$ cat config.mk
export PLATFORM = sky130hd
export DESIGN_NAME = slpt_top
export DESIGN_NICKNAME = d
export VERILOG_FILES = /design/src/logic/slpt_pkg.sv /design/src/logic/slpt_top.sv
export VERILOG_INCLUDE_DIRS = /design/src /design/src/logic
export SDC_FILE = /design/constraint.sdc
export NUM_CORES = 1
export LEC_CHECK = 0
export BUFFER_PORTS_ARGS = -buffer_cell sky130_fd_sc_hd__buf_4
export CORE_MARGIN = 2
export CORE_UTILIZATION = 45
export DETAILED_ROUTE_END_ITERATION = 6
export GPL_ROUTABILITY_DRIVEN = 0
export GPL_TIMING_DRIVEN = 0
export PLACE_DENSITY = 0.71
export SLEW_MARGIN = 0
export SYNTH_ARGS = -nofsm -noshare
export SYNTH_HDL_FRONTEND = slang
export SYNTH_SLANG_ARGS = --single-unit
export TNS_END_PERCENT = 100
$ cat constraint.sdc
create_clock -name clk -period 2.85 [get_ports clk]
set_input_delay 0.4275 -clock clk [delete_from_list [all_inputs] [get_ports clk]]
set_output_delay 0.4275 -clock clk [all_outputs]
set_load 0.05 [all_outputs]
$ cat src/logic/slpt_defs.svh
// Address map, field positions, reset values and widths of the lane test block.
`ifndef SLPT_DEFS_SVH
`define SLPT_DEFS_SVH
// ----------------------------------------------------------------
// Register byte addresses.
// ----------------------------------------------------------------
`define SLPT_A_FULL     12'h30C
`define SLPT_A_EMPTY    12'h30D
`define SLPT_A_SYNCGEN  12'h312
`define SLPT_A_CLKSEL   12'h314
`define SLPT_A_TEST_EN  12'h315
`define SLPT_A_CTRL     12'h316
`define SLPT_A_THR0     12'h317
`define SLPT_A_THR1     12'h318
`define SLPT_A_THR2     12'h319
`define SLPT_A_CNT0     12'h31A
`define SLPT_A_CNT1     12'h31B
`define SLPT_A_CNT2     12'h31C
`define SLPT_A_PASS     12'h31D
// ----------------------------------------------------------------
// Field positions.
// ----------------------------------------------------------------
`define SLPT_F_DUR      5:4
`define SLPT_F_SEL      6:4
`define SLPT_F_PAT      3:2
`define SLPT_B_RUN      1
`define SLPT_B_CLR      0
`define SLPT_B_CLKSEL   0
// ----------------------------------------------------------------
// Widths, taps and reset values.
// ----------------------------------------------------------------
`define SLPT_AW         12
`define SLPT_LANES      8
`define SLPT_HW         31
`define SLPT_CW         24
`define SLPT_SW         8
`define SLPT_FW         5
`define SLPT_FILL_MAX   5'h1F
`define SLPT_CNT_MAX    24'hFFFFFF
`define SLPT_PASS_RST   8'hFF
`define SLPT_SYNC_RST   2'h3
`define SLPT_T7A        6
`define SLPT_T7B        5
`define SLPT_T15A       14
`define SLPT_T15B       13
`define SLPT_T31A       30
`define SLPT_T31B       27
`endif

$ cat src/logic/slpt_pkg.sv
// Types shared by the lane test block: state codes, pattern codes, state record.
`default_nettype none
`include "slpt_defs.svh"
package slpt_pkg;
   // Test sequencer states, one-hot.
   typedef enum logic [2:0] {
      SLPT_ST_IDLE  = 3'h1,
      SLPT_ST_RUN   = 3'h2,
      SLPT_ST_CLEAR = 3'h4
   } slpt_state_type;
   // Pattern select codes.
   typedef enum logic [1:0] {
      SLPT_PAT_7    = 2'h0,
      SLPT_PAT_15   = 2'h1,
      SLPT_PAT_31   = 2'h2,
      SLPT_PAT_NONE = 2'h3
   } slpt_pat_type;
   // Every flip-flop of the block.
   typedef struct packed {
      slpt_state_type                         st;
      logic [1:0]                             dur;
      logic                                   clk_sel;
      logic [`SLPT_LANES-1:0]                 en;
      logic [2:0]                             sel;
      slpt_pat_type                           pat;
      logic                                   run;
      logic                                   clr;
      logic [`SLPT_CW-1:0]                    thr;
      logic [`SLPT_LANES-1:0][`SLPT_HW-1:0]   hist;
      logic [`SLPT_LANES-1:0][`SLPT_FW-1:0]   fill;
      logic [`SLPT_LANES-1:0][`SLPT_CW-1:0]   cnt;
      logic [`SLPT_LANES-1:0]                 pass;
      logic [1:0]                             seen;
      logic [1:0][`SLPT_SW-1:0]               slow;
      logic [1:0]                             sync;
      logic [7:0]                             rdata;
   } slpt_vars_type;
endpackage : slpt_pkg
`default_nettype wire

$ cat src/logic/slpt_top.sv
// Lane buffer status, sync error pulse and per-lane pattern test of the receiver.
//
// Contract
// - Eight read-only lane buffer empty flags.
// - Sync low width code: half, one, two cycles.
// - Sync error at multiframe end after errors.
// - Eight per-lane pattern test enables.
// - Lane select picks reported error count.
// - Pattern code picks PRBS7, PRBS15, PRBS31.
// - Run bit runs test; zero stops it.
// - Clear bit resets sequencer and counters.
// - Count above threshold sets lane failure.
// - Threshold from three ascending byte registers.
// - Count low and middle bytes readable.
// - Count top byte at following register.
// - Per-lane pass flags, reset all ones.
// - Eight read-only lane buffer full flags.
`timescale 1ns/1ps
`default_nettype none
`include "slpt_defs.svh"
module slpt_top #(
   parameter int unsigned PCLK_DIV = 4  // Clock cycles per link clock cycle.
) (
   // Clock and reset.
   input  wire logic                    clk,
   input  wire logic                    arst_n,
   // Byte-wide register port.
   input  wire logic                    reg_wr_en,
   input  wire logic                    reg_rd_en,
   input  wire logic [`SLPT_AW-1:0]     reg_addr,
   input  wire logic [7:0]              reg_wdata,
   output var  logic [7:0]              reg_rd_data,
   // Lane receive buffer status.
   input  wire logic [`SLPT_LANES-1:0]  lane_buf_empty,
   input  wire logic [`SLPT_LANES-1:0]  lane_buf_full,
   // Received lane bits.
   input  wire logic [`SLPT_LANES-1:0]  lane_bit,
   input  wire logic [`SLPT_LANES-1:0]  lane_bit_valid,
   // Link character error and multiframe events.
   input  wire logic [1:0]              link_char_err,
   input  wire logic [1:0]              link_mf_end,
   // Sync outputs, low during an error pulse.
   output var  logic                    link0_sync_request_out,
   output var  logic                    link1_sync_request_out,
   // Serdes sync clock select level.
   output var  logic                    sync_clock_select
);

   // ----------------------------------------------------------------
   // Constants.
   // ----------------------------------------------------------------
   // Half a link cycle is rounded down to whole clock cycles, never below one.
   localparam logic [`SLPT_SW-1:0] DUR_HALF =
      (PCLK_DIV < 2) ? `SLPT_SW'(1) : `SLPT_SW'(PCLK_DIV / 2);
   localparam logic [`SLPT_SW-1:0] DUR_ONE  = `SLPT_SW'(PCLK_DIV);
   localparam logic [`SLPT_SW-1:0] DUR_TWO  = `SLPT_SW'(2 * PCLK_DIV);
   // Reset value of the whole state record.
   localparam slpt_pkg::slpt_vars_type RST = '{
      st:      slpt_pkg::SLPT_ST_IDLE,
      pat:     slpt_pkg::SLPT_PAT_7,
      pass:    `SLPT_PASS_RST,
      sync:    `SLPT_SYNC_RST,
      default: '0
   };

   // ----------------------------------------------------------------
   // State record.
   // ----------------------------------------------------------------
   slpt_pkg::slpt_vars_type q;          // Registered state.
   slpt_pkg::slpt_vars_type d;          // Next state.
   logic [`SLPT_LANES-1:0]  exp_bit;    // Expected bit per lane.
   logic [`SLPT_LANES-1:0]  chk_on;     // Lane compares this cycle.
   logic [`SLPT_LANES-1:0]  miss;       // Lane saw a wrong bit.
   logic [`SLPT_LANES-1:0]  over;       // Lane count above threshold.
   logic [1:0]              fire;       // Sync error pulse starts.
   logic [`SLPT_SW-1:0]     dur_cyc;    // Selected pulse width.

   // ----------------------------------------------------------------
   // Per-lane checker.
   // ----------------------------------------------------------------
   // The checker is self-seeding: the expected bit comes from the lane's
   // own received history, so no lock search is needed; a single bad bit
   // then counts up to three times, which is the usual price of this.
   for (genvar l = 0; l < `SLPT_LANES; l++) begin : g_lane
      // Tap pair of the selected polynomial.
      assign exp_bit[l] =
         (q.pat == slpt_pkg::SLPT_PAT_7)  ?
            q.hist[l][`SLPT_T7A] ^ q.hist[l][`SLPT_T7B] :
         (q.pat == slpt_pkg::SLPT_PAT_15) ?
            q.hist[l][`SLPT_T15A] ^ q.hist[l][`SLPT_T15B] :
            q.hist[l][`SLPT_T31A] ^ q.hist[l][`SLPT_T31B];
      // Only a running, enabled lane with a valid bit takes part.
      assign chk_on[l] = (q.st == slpt_pkg::SLPT_ST_RUN) & q.en[l]
                         & lane_bit_valid[l];
      // Comparison starts once the history holds a full sequence.
      assign miss[l] = chk_on[l] & (lane_bit[l] ^ exp_bit[l])
                       & (q.fill[l] == `SLPT_FILL_MAX)
                       & (q.pat != slpt_pkg::SLPT_PAT_NONE);
      assign over[l] = q.cnt[l] > q.thr;
   end

   // ----------------------------------------------------------------
   // Sync pulse width decode.
   // ----------------------------------------------------------------
   // The unused code falls back to the longest width.
   always_comb begin
      case (q.dur)
         2'h0:    dur_cyc = DUR_HALF;
         2'h1:    dur_cyc = DUR_ONE;
         default: dur_cyc = DUR_TWO;
      endcase
   end

   // A sync error fires at multiframe end if any error was seen during
   // that multiframe, including one arriving on the final cycle.
   assign fire = link_mf_end & (q.seen | link_char_err);

   // ----------------------------------------------------------------
   // Next-state logic.
   // ----------------------------------------------------------------
   always_comb begin
      d = q;
      // Register writes.
      if (reg_wr_en) begin
         case (reg_addr)
            `SLPT_A_SYNCGEN: d.dur = reg_wdata[`SLPT_F_DUR];
            `SLPT_A_CLKSEL:  d.clk_sel = reg_wdata[`SLPT_B_CLKSEL];
            `SLPT_A_TEST_EN: d.en = reg_wdata;
            `SLPT_A_CTRL: begin
               d.sel = reg_wdata[`SLPT_F_SEL];
               d.pat = slpt_pkg::slpt_pat_type'(reg_wdata[`SLPT_F_PAT]);
               d.run = reg_wdata[`SLPT_B_RUN];
               d.clr = reg_wdata[`SLPT_B_CLR];
            end
            `SLPT_A_THR0: d.thr[7:0]   = reg_wdata;
            `SLPT_A_THR1: d.thr[15:8]  = reg_wdata;
            `SLPT_A_THR2: d.thr[23:16] = reg_wdata;
            default: d.thr = q.thr;                              // Others ignore writes.
         endcase
      end
      // Register reads; unmapped and reserved bits read zero.
      if (reg_rd_en) begin
         d.rdata = '0;
         case (reg_addr)
            `SLPT_A_FULL:    d.rdata = lane_buf_full;
            `SLPT_A_EMPTY:   d.rdata = lane_buf_empty;
            `SLPT_A_SYNCGEN: d.rdata[`SLPT_F_DUR] = q.dur;
            `SLPT_A_CLKSEL:  d.rdata[`SLPT_B_CLKSEL] = q.clk_sel;
            `SLPT_A_TEST_EN: d.rdata = q.en;
            `SLPT_A_CTRL: begin
               d.rdata[`SLPT_F_SEL] = q.sel;
               d.rdata[`SLPT_F_PAT] = q.pat;
               d.rdata[`SLPT_B_RUN] = q.run;
               d.rdata[`SLPT_B_CLR] = q.clr;
            end
            `SLPT_A_THR0: d.rdata = q.thr[7:0];
            `SLPT_A_THR1: d.rdata = q.thr[15:8];
            `SLPT_A_THR2: d.rdata = q.thr[23:16];
            `SLPT_A_CNT0: d.rdata = q.cnt[q.sel][7:0];
            `SLPT_A_CNT1: d.rdata = q.cnt[q.sel][15:8];
            `SLPT_A_CNT2: d.rdata = q.cnt[q.sel][23:16];
            `SLPT_A_PASS: d.rdata = q.pass;
            default:      d.rdata = '0;
         endcase
      end
      // Test sequencer; the clear bit overrides the run bit.
      case (q.st)
         slpt_pkg::SLPT_ST_IDLE: begin
            if (q.clr) begin
               d.st = slpt_pkg::SLPT_ST_CLEAR;
            end else if (q.run) begin
               d.st = slpt_pkg::SLPT_ST_RUN;
            end
         end
         slpt_pkg::SLPT_ST_RUN: begin
            if (q.clr) begin
               d.st = slpt_pkg::SLPT_ST_CLEAR;
            end else if (!q.run) begin
               d.st = slpt_pkg::SLPT_ST_IDLE;
            end
         end
         slpt_pkg::SLPT_ST_CLEAR: begin
            // Held here while the clear bit stays set.
            if (!q.clr) begin
               d.st = slpt_pkg::SLPT_ST_IDLE;
            end
         end
         default: d.st = slpt_pkg::SLPT_ST_IDLE;
      endcase
      // Lane history, counters and pass flags.
      for (int l = 0; l < `SLPT_LANES; l++) begin
         if (q.st == slpt_pkg::SLPT_ST_CLEAR) begin
            d.hist[l] = '0;
            d.fill[l] = '0;
            d.cnt[l]  = '0;
            d.pass[l] = 1'b1;
         end else begin
            if (chk_on[l]) begin
               d.hist[l] = {q.hist[l][`SLPT_HW-2:0], lane_bit[l]};
               if (q.fill[l] != `SLPT_FILL_MAX) begin
                  d.fill[l] = q.fill[l] + `SLPT_FW'(1);
               end
            end
            // The counter saturates rather than wrapping to zero.
            if (miss[l] && q.cnt[l] != `SLPT_CNT_MAX) begin
               d.cnt[l] = q.cnt[l] + `SLPT_CW'(1);
            end
            // Failure is sticky until the next clear.
            if (over[l]) begin
               d.pass[l] = 1'b0;
            end
         end
      end
      // Sync error tracking and pulse timing per link.
      for (int k = 0; k < 2; k++) begin
         // Multiframe end closes the window; a same-cycle error is
         // already counted into this window by the fire term.
         if (link_mf_end[k]) begin
            d.seen[k] = 1'b0;
         end else if (link_char_err[k]) begin
            d.seen[k] = 1'b1;
         end
         if (fire[k]) begin
            d.slow[k] = dur_cyc;
         end else if (q.slow[k] != '0) begin
            d.slow[k] = q.slow[k] - `SLPT_SW'(1);
         end
         d.sync[k] = (d.slow[k] == '0);
      end
   end

   // ----------------------------------------------------------------
   // State register.
   // ----------------------------------------------------------------
   always_ff @(posedge clk or negedge arst_n) begin
      if (!arst_n) begin
         q <= RST;
      end else begin
         q <= d;
      end
   end

   // Outputs come straight from flip-flops.
   assign reg_rd_data            = q.rdata;
   assign link0_sync_request_out = q.sync[0];
   assign link1_sync_request_out = q.sync[1];
   assign sync_clock_select      = q.clk_sel;
endmodule : slpt_top
`default_nettype wire

==> out/qor_table.md, run 1 <==
| Quantity | Reported |
|:---|:---|
| Number of primary I/O pins | 71 |
| Worst Slack Setup Final | -0.0299 ns |
| Worst setup path category | reg -> reg |
| Final critical-path share of the clock period | 1.01 |
| Count of synthesis-stage warnings from yosys | 0 |
| Yosys cell types | 82 |
| Critical path data arrival time | 3.39 ns |
| Final-layout setup total negative slack | -0.0361 ns |
| Largest fanout of any net on the critical path | 10 |
| Deepest clock path buffer count | 3 |
| Utilization after layout | 0.512 |
| Total global routing track utilization | 0.266 |
| Leading register cell type out of synthesis | sky130_fd_sc_hd__dfrtp_1 |
| Share of power burned in registers | 0.469 |
| Post-synth top area share | 0.418 |
| Switching Share | 0.242 |
| CTS tree | done |
| Commonest cells post-synth | sky130_fd_sc_hd__nand2_1 (748), sky130_fd_sc_hd__dfrtp_1 (550), sky130_fd_sc_hd__a21oi_1 (337), sky130_fd_sc_hd__o21ai_0 (232), sky130_fd_sc_hd__ha_1 (220) |
| Synthesized netlist cell count | 3631 |
| EDFF count, synth | 0 |
| Final antenna-violating net count | 0 |
| Via total after detailed routing | 29100 |
| Fraction of final layout cells with drive strength greater than 1 | 0.108 |
| Peak supply drop | 539 uV |
| Count of buffers from port buffering | 67 |
| Post-route DRC violation count | 0 |
| Maximum level of the CTS H-tree | 2 |
| Synth async-reset ratio | 1.00 |
| Area enclosed by the die boundary | 75400 um^2 |
| Area added between synthesis and finish | 13.0% |
| Design internal power | 13400 uW |
| Drt initial violations | 3442 |
| Die span in y | 275 um |
| Avg Vias per Cell | 6.08 |
| Max-slew violation count | 0 |
| Most common cell in the synthesized netlist | sky130_fd_sc_hd__nand2_1 |
| Global-route wire length before repair | 156000 um |
| Power density over cell area | 474 nW/um^2 |
| Initial core utilization | 0.453 |
| Setup clock skew after layout | 0.0379 ns |
| Seq/Total Area, Yosys | 0.426 |
| Final-report setup violation count | 3 |
| Final #Nets | 4058 |
| Part of the power in the clock network | 0.463 |
| Standard-cell rows | 99 |
| Post-Route WL | 102000 um |
| Area of the core | 72700 um^2 |
| Mean Syn Cell Area | 9.07 um^2 |
| Worst-margin pin slew | 1.31 ns |
| Element type at the critical path end | register |
| Number of global-route vias before repair | 26900 |
| WP data required | 3.36 ns |
| CTS sink cnt | 561 |
| Total nets after synthesis | 3911 |
| Dominant cells by area after synthesis | sky130_fd_sc_hd__dfrtp_1 (42%), sky130_fd_sc_hd__nand2_1 (8.5%), sky130_fd_sc_hd__ha_1 (8.4%) |
| Max_cap viols | 0 |
| Most area-hungry cell type in the Yosys netlist | sky130_fd_sc_hd__dfrtp_1 |
| Syn Std Cell Area | 32900 um^2 |
| Final Hold Viols | 0 |
| Clk slew on worst S/H paths | 0.06 ns |
| Type of element launching the critical path | register |
| Number of iterations in the first detailed-routing pass | 6 |
| Initial antenna violation count | 1 |
| Average routed wire per standard cell | 21.2 um |
| DP Wirelength | 72400 um |
| Path category of the worst min-delay check | in -> reg |
| Min cycle time layout | 2.88 ns |
| Pin count of the biggest net entering global routing | 123 |
| Status | finished with violations |
| Die width | 275 um |
| Count of filler cells inserted in the layout | 6509 |
| Root Buffer | sky130_fd_sc_hd__clkbuf_16 |
| Insertion delay to the later sink of the worst-skew pair | 0.65 ns |
| TritonCTS buffer count | 59 |
| Max transition margin | 0.124 |
| Logic gate share of total power | 0.068 |
| Violated checks | negative setup slack |
| Sw Pwr | 4270 uW |
| Flip-flop and latch count after synthesis | 561 |
| Achievable Freq | 0.347 GHz |
| Unrepaired setup endpoints after global routing | true |
| GR Overflow Total | 0 |
| Leakage power figure | 0.0167 uW |
-- power by group through the flow --
stage	clock network [uW]	logic (uW)	registers, uW
global placement	0	1130	8410
CTS	8310	1200	8270
finish	8170	1200	8280
detailed placement	0	1180	8410
global route	8640	1330	8290
floorplan	0	699	8400
-- cells by family after synthesis --
kind of cell,Yosys count,share of synthesized area
AOI/OAI and AO/OA,802,0.141
and+or+nand+nor,1529,0.216
DFF,561,0.426
xor gates and xnor gates,109,0.0373
adders and majority gates,220,0.0835
buffers and inverters,277,0.0345
muxes,133,0.0602
-- sequential cells by signal, indices dropped and copies added (netlist names) --
register / count
reg_rd_data: 8
q: 550
link0_sync_request_out: 1
sync_clock_select: 1
link1_sync_request_out: 1
-- timing repair --
item                       CTS  global route
hold endpoints to repair    90             0
resized for setup           39            47
hold buffers                 5             0
gates cloned                 0             0
setup endpoints to repair  343           156
buffers inserted             2            12
pin swaps                    2             5
-- per-stage QoR --
stage	total power, uW	cell area [um^2]	setup WS, ns	hold slack (ns)	cells
after floorplan	9100	32900	0.389	0.132	3631
after global placement	9540	34700	-4.83	0.447	4657
after detailed placement	9590	34800	-0.753	0.452	4661
after CTS	17800	37000	0.00610	0.0133	4776
after global routing	18300	37200	-0.0655	0.0452	4784
final	17600	37200	-0.0299	0.0417	4785
-- worst max-delay path, stage by stage (launching register included) --
cell	delay (ns)
sky130_fd_sc_hd__dfrtp_1	0.47
sky130_fd_sc_hd__buf_2	0.34
sky130_fd_sc_hd__buf_1	0.70
sky130_fd_sc_hd__mux4_2	0.64
sky130_fd_sc_hd__mux2i_1	0.18
sky130_fd_sc_hd__nor2_1	0.09
sky130_fd_sc_hd__a21oi_1	0.19
sky130_fd_sc_hd__a31oi_1	0.11
-- final timing paths --
check / start / endpoint / slack, ns / cells past startpoint
max reg2reg: q[545] / reg_rd_data[2] / -0.03 / 7
max: q[545] / reg_rd_data[2] / -0.03 / 7
min reg2reg: q[354] / q[355] / 0.47 / 2
min in group asynchronous: arst_n / q[289] / 0.38 / 2
max in group asynchronous: arst_n / q[84] / 0.81 / 4
min: reg_rd_en / reg_rd_data[7] / 0.04 / 2
-- layout by cell type (no fill, tap or decap), types with 44 or more instances in the layout --
master	synthesis	routed
sky130_fd_sc_hd__nand2_1	748	745
sky130_fd_sc_hd__dfrtp_1	550	544
sky130_fd_sc_hd__a21oi_1	337	334
sky130_fd_sc_hd__o21ai_0	232	229
sky130_fd_sc_hd__ha_1	220	219
sky130_fd_sc_hd__nor2_1	193	188
sky130_fd_sc_hd__nand3_1	151	151
sky130_fd_sc_hd__clkbuf_1	130	112
sky130_fd_sc_hd__buf_4	14	97
sky130_fd_sc_hd__inv_1	92	92
sky130_fd_sc_hd__nand4_1	80	80
sky130_fd_sc_hd__nor3_1	80	79
sky130_fd_sc_hd__and3_1	72	72
sky130_fd_sc_hd__clkbuf_16	0	59
sky130_fd_sc_hd__xnor2_1	58	58
sky130_fd_sc_hd__mux4_2	48	48
sky130_fd_sc_hd__or3_1	44	44
-- layer usage --
layer | track usage | wire length [um]
met5 | 0 | 15
met4 | 0.126 | 5280
met3 | 0.0676 | 11400
met2 | 0.394 | 43200
met1 | 0.365 | 41700
-- layout make-up --
type / instances / area [um^2] / area share
diodes: 1 / 2.50 / 0.0000672
plain buffers: 181 / 827 / 0.0222
clock buffers: 81 / 1720 / 0.0462
clock inverters: 27 / 352 / 0.00944
inverters: 92 / 345 / 0.00927
multi-input cells: 2793 / 18000 / 0.482
flip-flops and latches: 561 / 14100 / 0.377
well taps: 959 / 1200 / 0.0322
repair buffers: 90 / 788 / 0.0212
Note: power is estimated with default switching activity, not from simulation.
==> run 2: changes to the inputs <==
--- a/config.mk
+++ b/config.mk
@@ -13,6 +13,7 @@
 export GPL_ROUTABILITY_DRIVEN = 0
 export GPL_TIMING_DRIVEN = 0
 export PLACE_DENSITY = 0.71
+export SETUP_SLACK_MARGIN = 0.05
 export SLEW_MARGIN = 0
 export SYNTH_ARGS = -nofsm -noshare
 export SYNTH_HDL_FRONTEND = slang
==> run 2 against run 1 <==
  * The flow now finishes without violations
  * Clock power about the same
  * Highest routed layer is now met4
  * Fmax increased by 3.2%
  * Global-route usage about the same
  * Flip-flop and latch count unchanged
==> out/qor_table.md, run 2 (same netlist as run 1, synthesis figures left out) <==
| Quantity | Reported | Change |
|:---|:---|:---|
| Number of iterations in the first detailed-routing pass | 6 | unchanged |
| Clk slew on worst S/H paths | 0.06 ns | about the same |
| Largest fanout of any net on the critical path | 10 | unchanged |
| Pin count of the biggest net entering global routing | 123 | unchanged |
| R2R Path End | reg_rd_data[7] | was reg_rd_data[2] |
| WP data required | 3.37 ns | was 3.36 ns |
| Post-Route WL | 102000 um | about the same |
| Final total power | 17600 uW | about the same |
| Max-slew violation count | 0 | unchanged |
| CTS sink cnt | 561 | unchanged |
| DP Wirelength | 72400 um | unchanged |
| Standard-cell rows | 99 | unchanged |
| Unrepaired setup endpoints after global routing | true | unchanged |
| Critical path, cell by cell | clkbuf_4, buf_4, mux4_2, mux2i_1, nor2_1, a2111oi_1, a31oi_1 | was buf_2, buf_1, mux4_2, mux2i_1, nor2_1, a21oi_1, a31oi_1 |
| Buf/Inv on CP | 2 | unchanged |
| Total global routing track utilization | 0.266 | about the same |
| Kind of cell with the highest combined delay on the critical path | multiplexers | was buffers and inverters |
| CTS tree | done | unchanged |
| Min cycle time layout | 2.79 ns | was 2.88 ns |
| Element type at the critical path end | register | unchanged |
| Number of global-route vias before repair | 26900 | about the same |
| Insertion delay to the later sink of the worst-skew pair | 0.65 ns | about the same |
| Number of cells traversed by the worst hold path | 3 | was 2 |
| Maximum level of the CTS H-tree | 2 | unchanged |
| Via total after detailed routing | 29100 | about the same |
| Drt initial violations | 3503 | was 3442 |
| Global-route wire length before repair | 156000 um | unchanged |
| Final-layout worst hold slack | 0.0414 ns | was 0.0417 ns |
| Avg Vias per Cell | 6.07 | was 6.08 |
| TritonCTS buffer count | 59 | unchanged |
| Deepest clock path buffer count | 3 | unchanged |
| Worst-margin pin slew | 0.970 ns | was 1.31 ns |
| Terminating pin of the worst hold path | q[539] | was reg_rd_data[7] |
| Leading cell types in the layout, fill and taps excluded | sky130_fd_sc_hd__nand2_1 (745), sky130_fd_sc_hd__dfrtp_1 (544), sky130_fd_sc_hd__a21oi_1 (335) | was sky130_fd_sc_hd__nand2_1 (745), sky130_fd_sc_hd__dfrtp_1 (544), sky130_fd_sc_hd__a21oi_1 (334) |
| Number of primary I/O pins | 71 | unchanged |
| Max stage delay on crit path | 0.57 ns | was 0.70 ns |
| Number of flip-flops under the largest register name | 550 | unchanged |
| Achievable Freq | 0.358 GHz | was 0.347 GHz |
| Worst min-delay path startpoint | reg_wdata[7] | was reg_rd_en |
| Type of element launching the critical path | register | unchanged |
| Area of the core | 72700 um^2 | unchanged |
| Post-route DRC violation count | 0 | unchanged |
| Final antenna-violating net count | 0 | unchanged |
| Status | finished clean | was finished with violations |
| Final-report setup violation count | 0 | was 3 |
| Max_cap viols | 0 | unchanged |
| Area enclosed by the die boundary | 75400 um^2 | unchanged |
| Max transition margin | 0.347 | was 0.124 |
| Worst R2R Path Depth | 7 | unchanged |
| Count of buffers from port buffering | 67 | unchanged |
| Worst setup path category | reg -> reg | unchanged |
| Path category of the worst min-delay check | in -> reg | unchanged |
| Power density over cell area | 472 nW/um^2 | was 474 nW/um^2 |
| Initial core utilization | 0.453 | unchanged |
| Fraction of final layout cells with drive strength greater than 1 | 0.112 | was 0.108 |
| Peak supply drop | 539 uV | about the same |
| Final #Nets | 4064 | was 4058 |
| Root Buffer | sky130_fd_sc_hd__clkbuf_16 | unchanged |
| Largest Register | q | unchanged |
| Average routed wire per standard cell | 21.2 um | about the same |
| Setup clock skew after layout | 0.0412 ns | was 0.0379 ns |
| R2R Setup Slk | 0.06 ns | was -0.03 ns |
| Die span in y | 275 um | unchanged |
| Die width | 275 um | unchanged |
| Critical path data arrival time | 3.31 ns | was 3.39 ns |
| Area added between synthesis and finish | 13.3% | was 13.0% |
| GR Overflow Total | 0 | unchanged |
| Final critical-path share of the clock period | 0.979 | was 1.01 |
| Initial antenna violation count | 2 | was 1 |
| Final Hold Viols | 0 | unchanged |
| Slowest cell on the critical path | sky130_fd_sc_hd__mux4_2 | was sky130_fd_sc_hd__buf_1 |
| Crit Reg-Reg Startpoint | q[545] | unchanged |
| Leakage power figure | 0.0168 uW | was 0.0167 uW |
| Most common cell after layout, fill and taps aside | sky130_fd_sc_hd__nand2_1 | unchanged |
==> run 2: changes by cell type in the layout (fill, tap and decap cells not counted), sizes merged <==
| cell | before | now |
|---|---|---|
| buf | 137 | 141 |
| clkbuf | 210 | 212 |
==> run 2: where the power goes <==
part	switching (uW)	leakage, uW	internal [uW]
clock network	3390	0.00101	4770
registers	163	0.00731	8110
logic	706	0.00843	494
==> run 2: per-layer routing <==
| layer | vias up | wire length (um) | part of all wire | global-route usage |
|---|---|---|---|---|
| met5 | - | 0 | 0 | 0 |
| met4 | 0 | 5440 | 0.054 | 0.127 |
| met3 | 302 | 11700 | 0.11 | 0.0674 |
| met2 | 1456 | 43400 | 0.43 | 0.394 |
| met1 | 14000 | 41100 | 0.40 | 0.365 |
| li1 | 13300 | - | - | - |
==> run 2: cell type report <==
class,instances,area (um^2)
well taps,959,1200
repair buffers,96,833
plain buffers,181,841
diodes,1,2.50
clock buffers,81,1720
clock inverters,27,352
flip-flops and latches,561,14100
fillers,6504,35400
multi-input cells,2793,18000
inverters,92,345
==> run 2: worst max path at each step <==
stage	slack (ns)	start	cells past startpoint	end
finish	0.06	q[545]	7	reg_rd_data[7]
global route	0.04	q[233]	10	q[66]
CTS	0.05	q[560]	9	q[155]
detailed placement	-0.75	q[543]	7	q[138]
global placement	-4.83	arst_n	1	q[137]
floorplan	0.39	q[233]	11	q[75]
==> run 2: metrics by stage <==
step | cells | setup WS (ns) | instance area (um^2) | util | TNS [ns]
floorplan | 3631 | 0.389 | 32900 | - | 0
global placement | 4657 | -4.83 | 34700 | 0.477 | -2757.12
detailed placement | 4661 | -0.753 | 34800 | 0.478 | -112.46
CTS | 4778 | 0.0520 | 37100 | 0.510 | 0
global route | 4790 | 0.0418 | 37300 | 0.513 | 0
finish | 4791 | 0.0596 | 37300 | 0.513 | 0
==> run 2: worst min-delay path: stages <==
cell and delay [ns]:
sky130_fd_sc_hd__buf_4 0.11, sky130_fd_sc_hd__nand2_1 0.05, sky130_fd_sc_hd__o21ai_0 0.06
==> run 2: timing repair <==
item	CTS	global route
cloned	0	0
pin swaps	3	7
hold buffers	5	0
endpoints found under the hold margin	90	0
resized for setup	41	71
endpoints found under the setup margin	402	145
buffers inserted	5	15
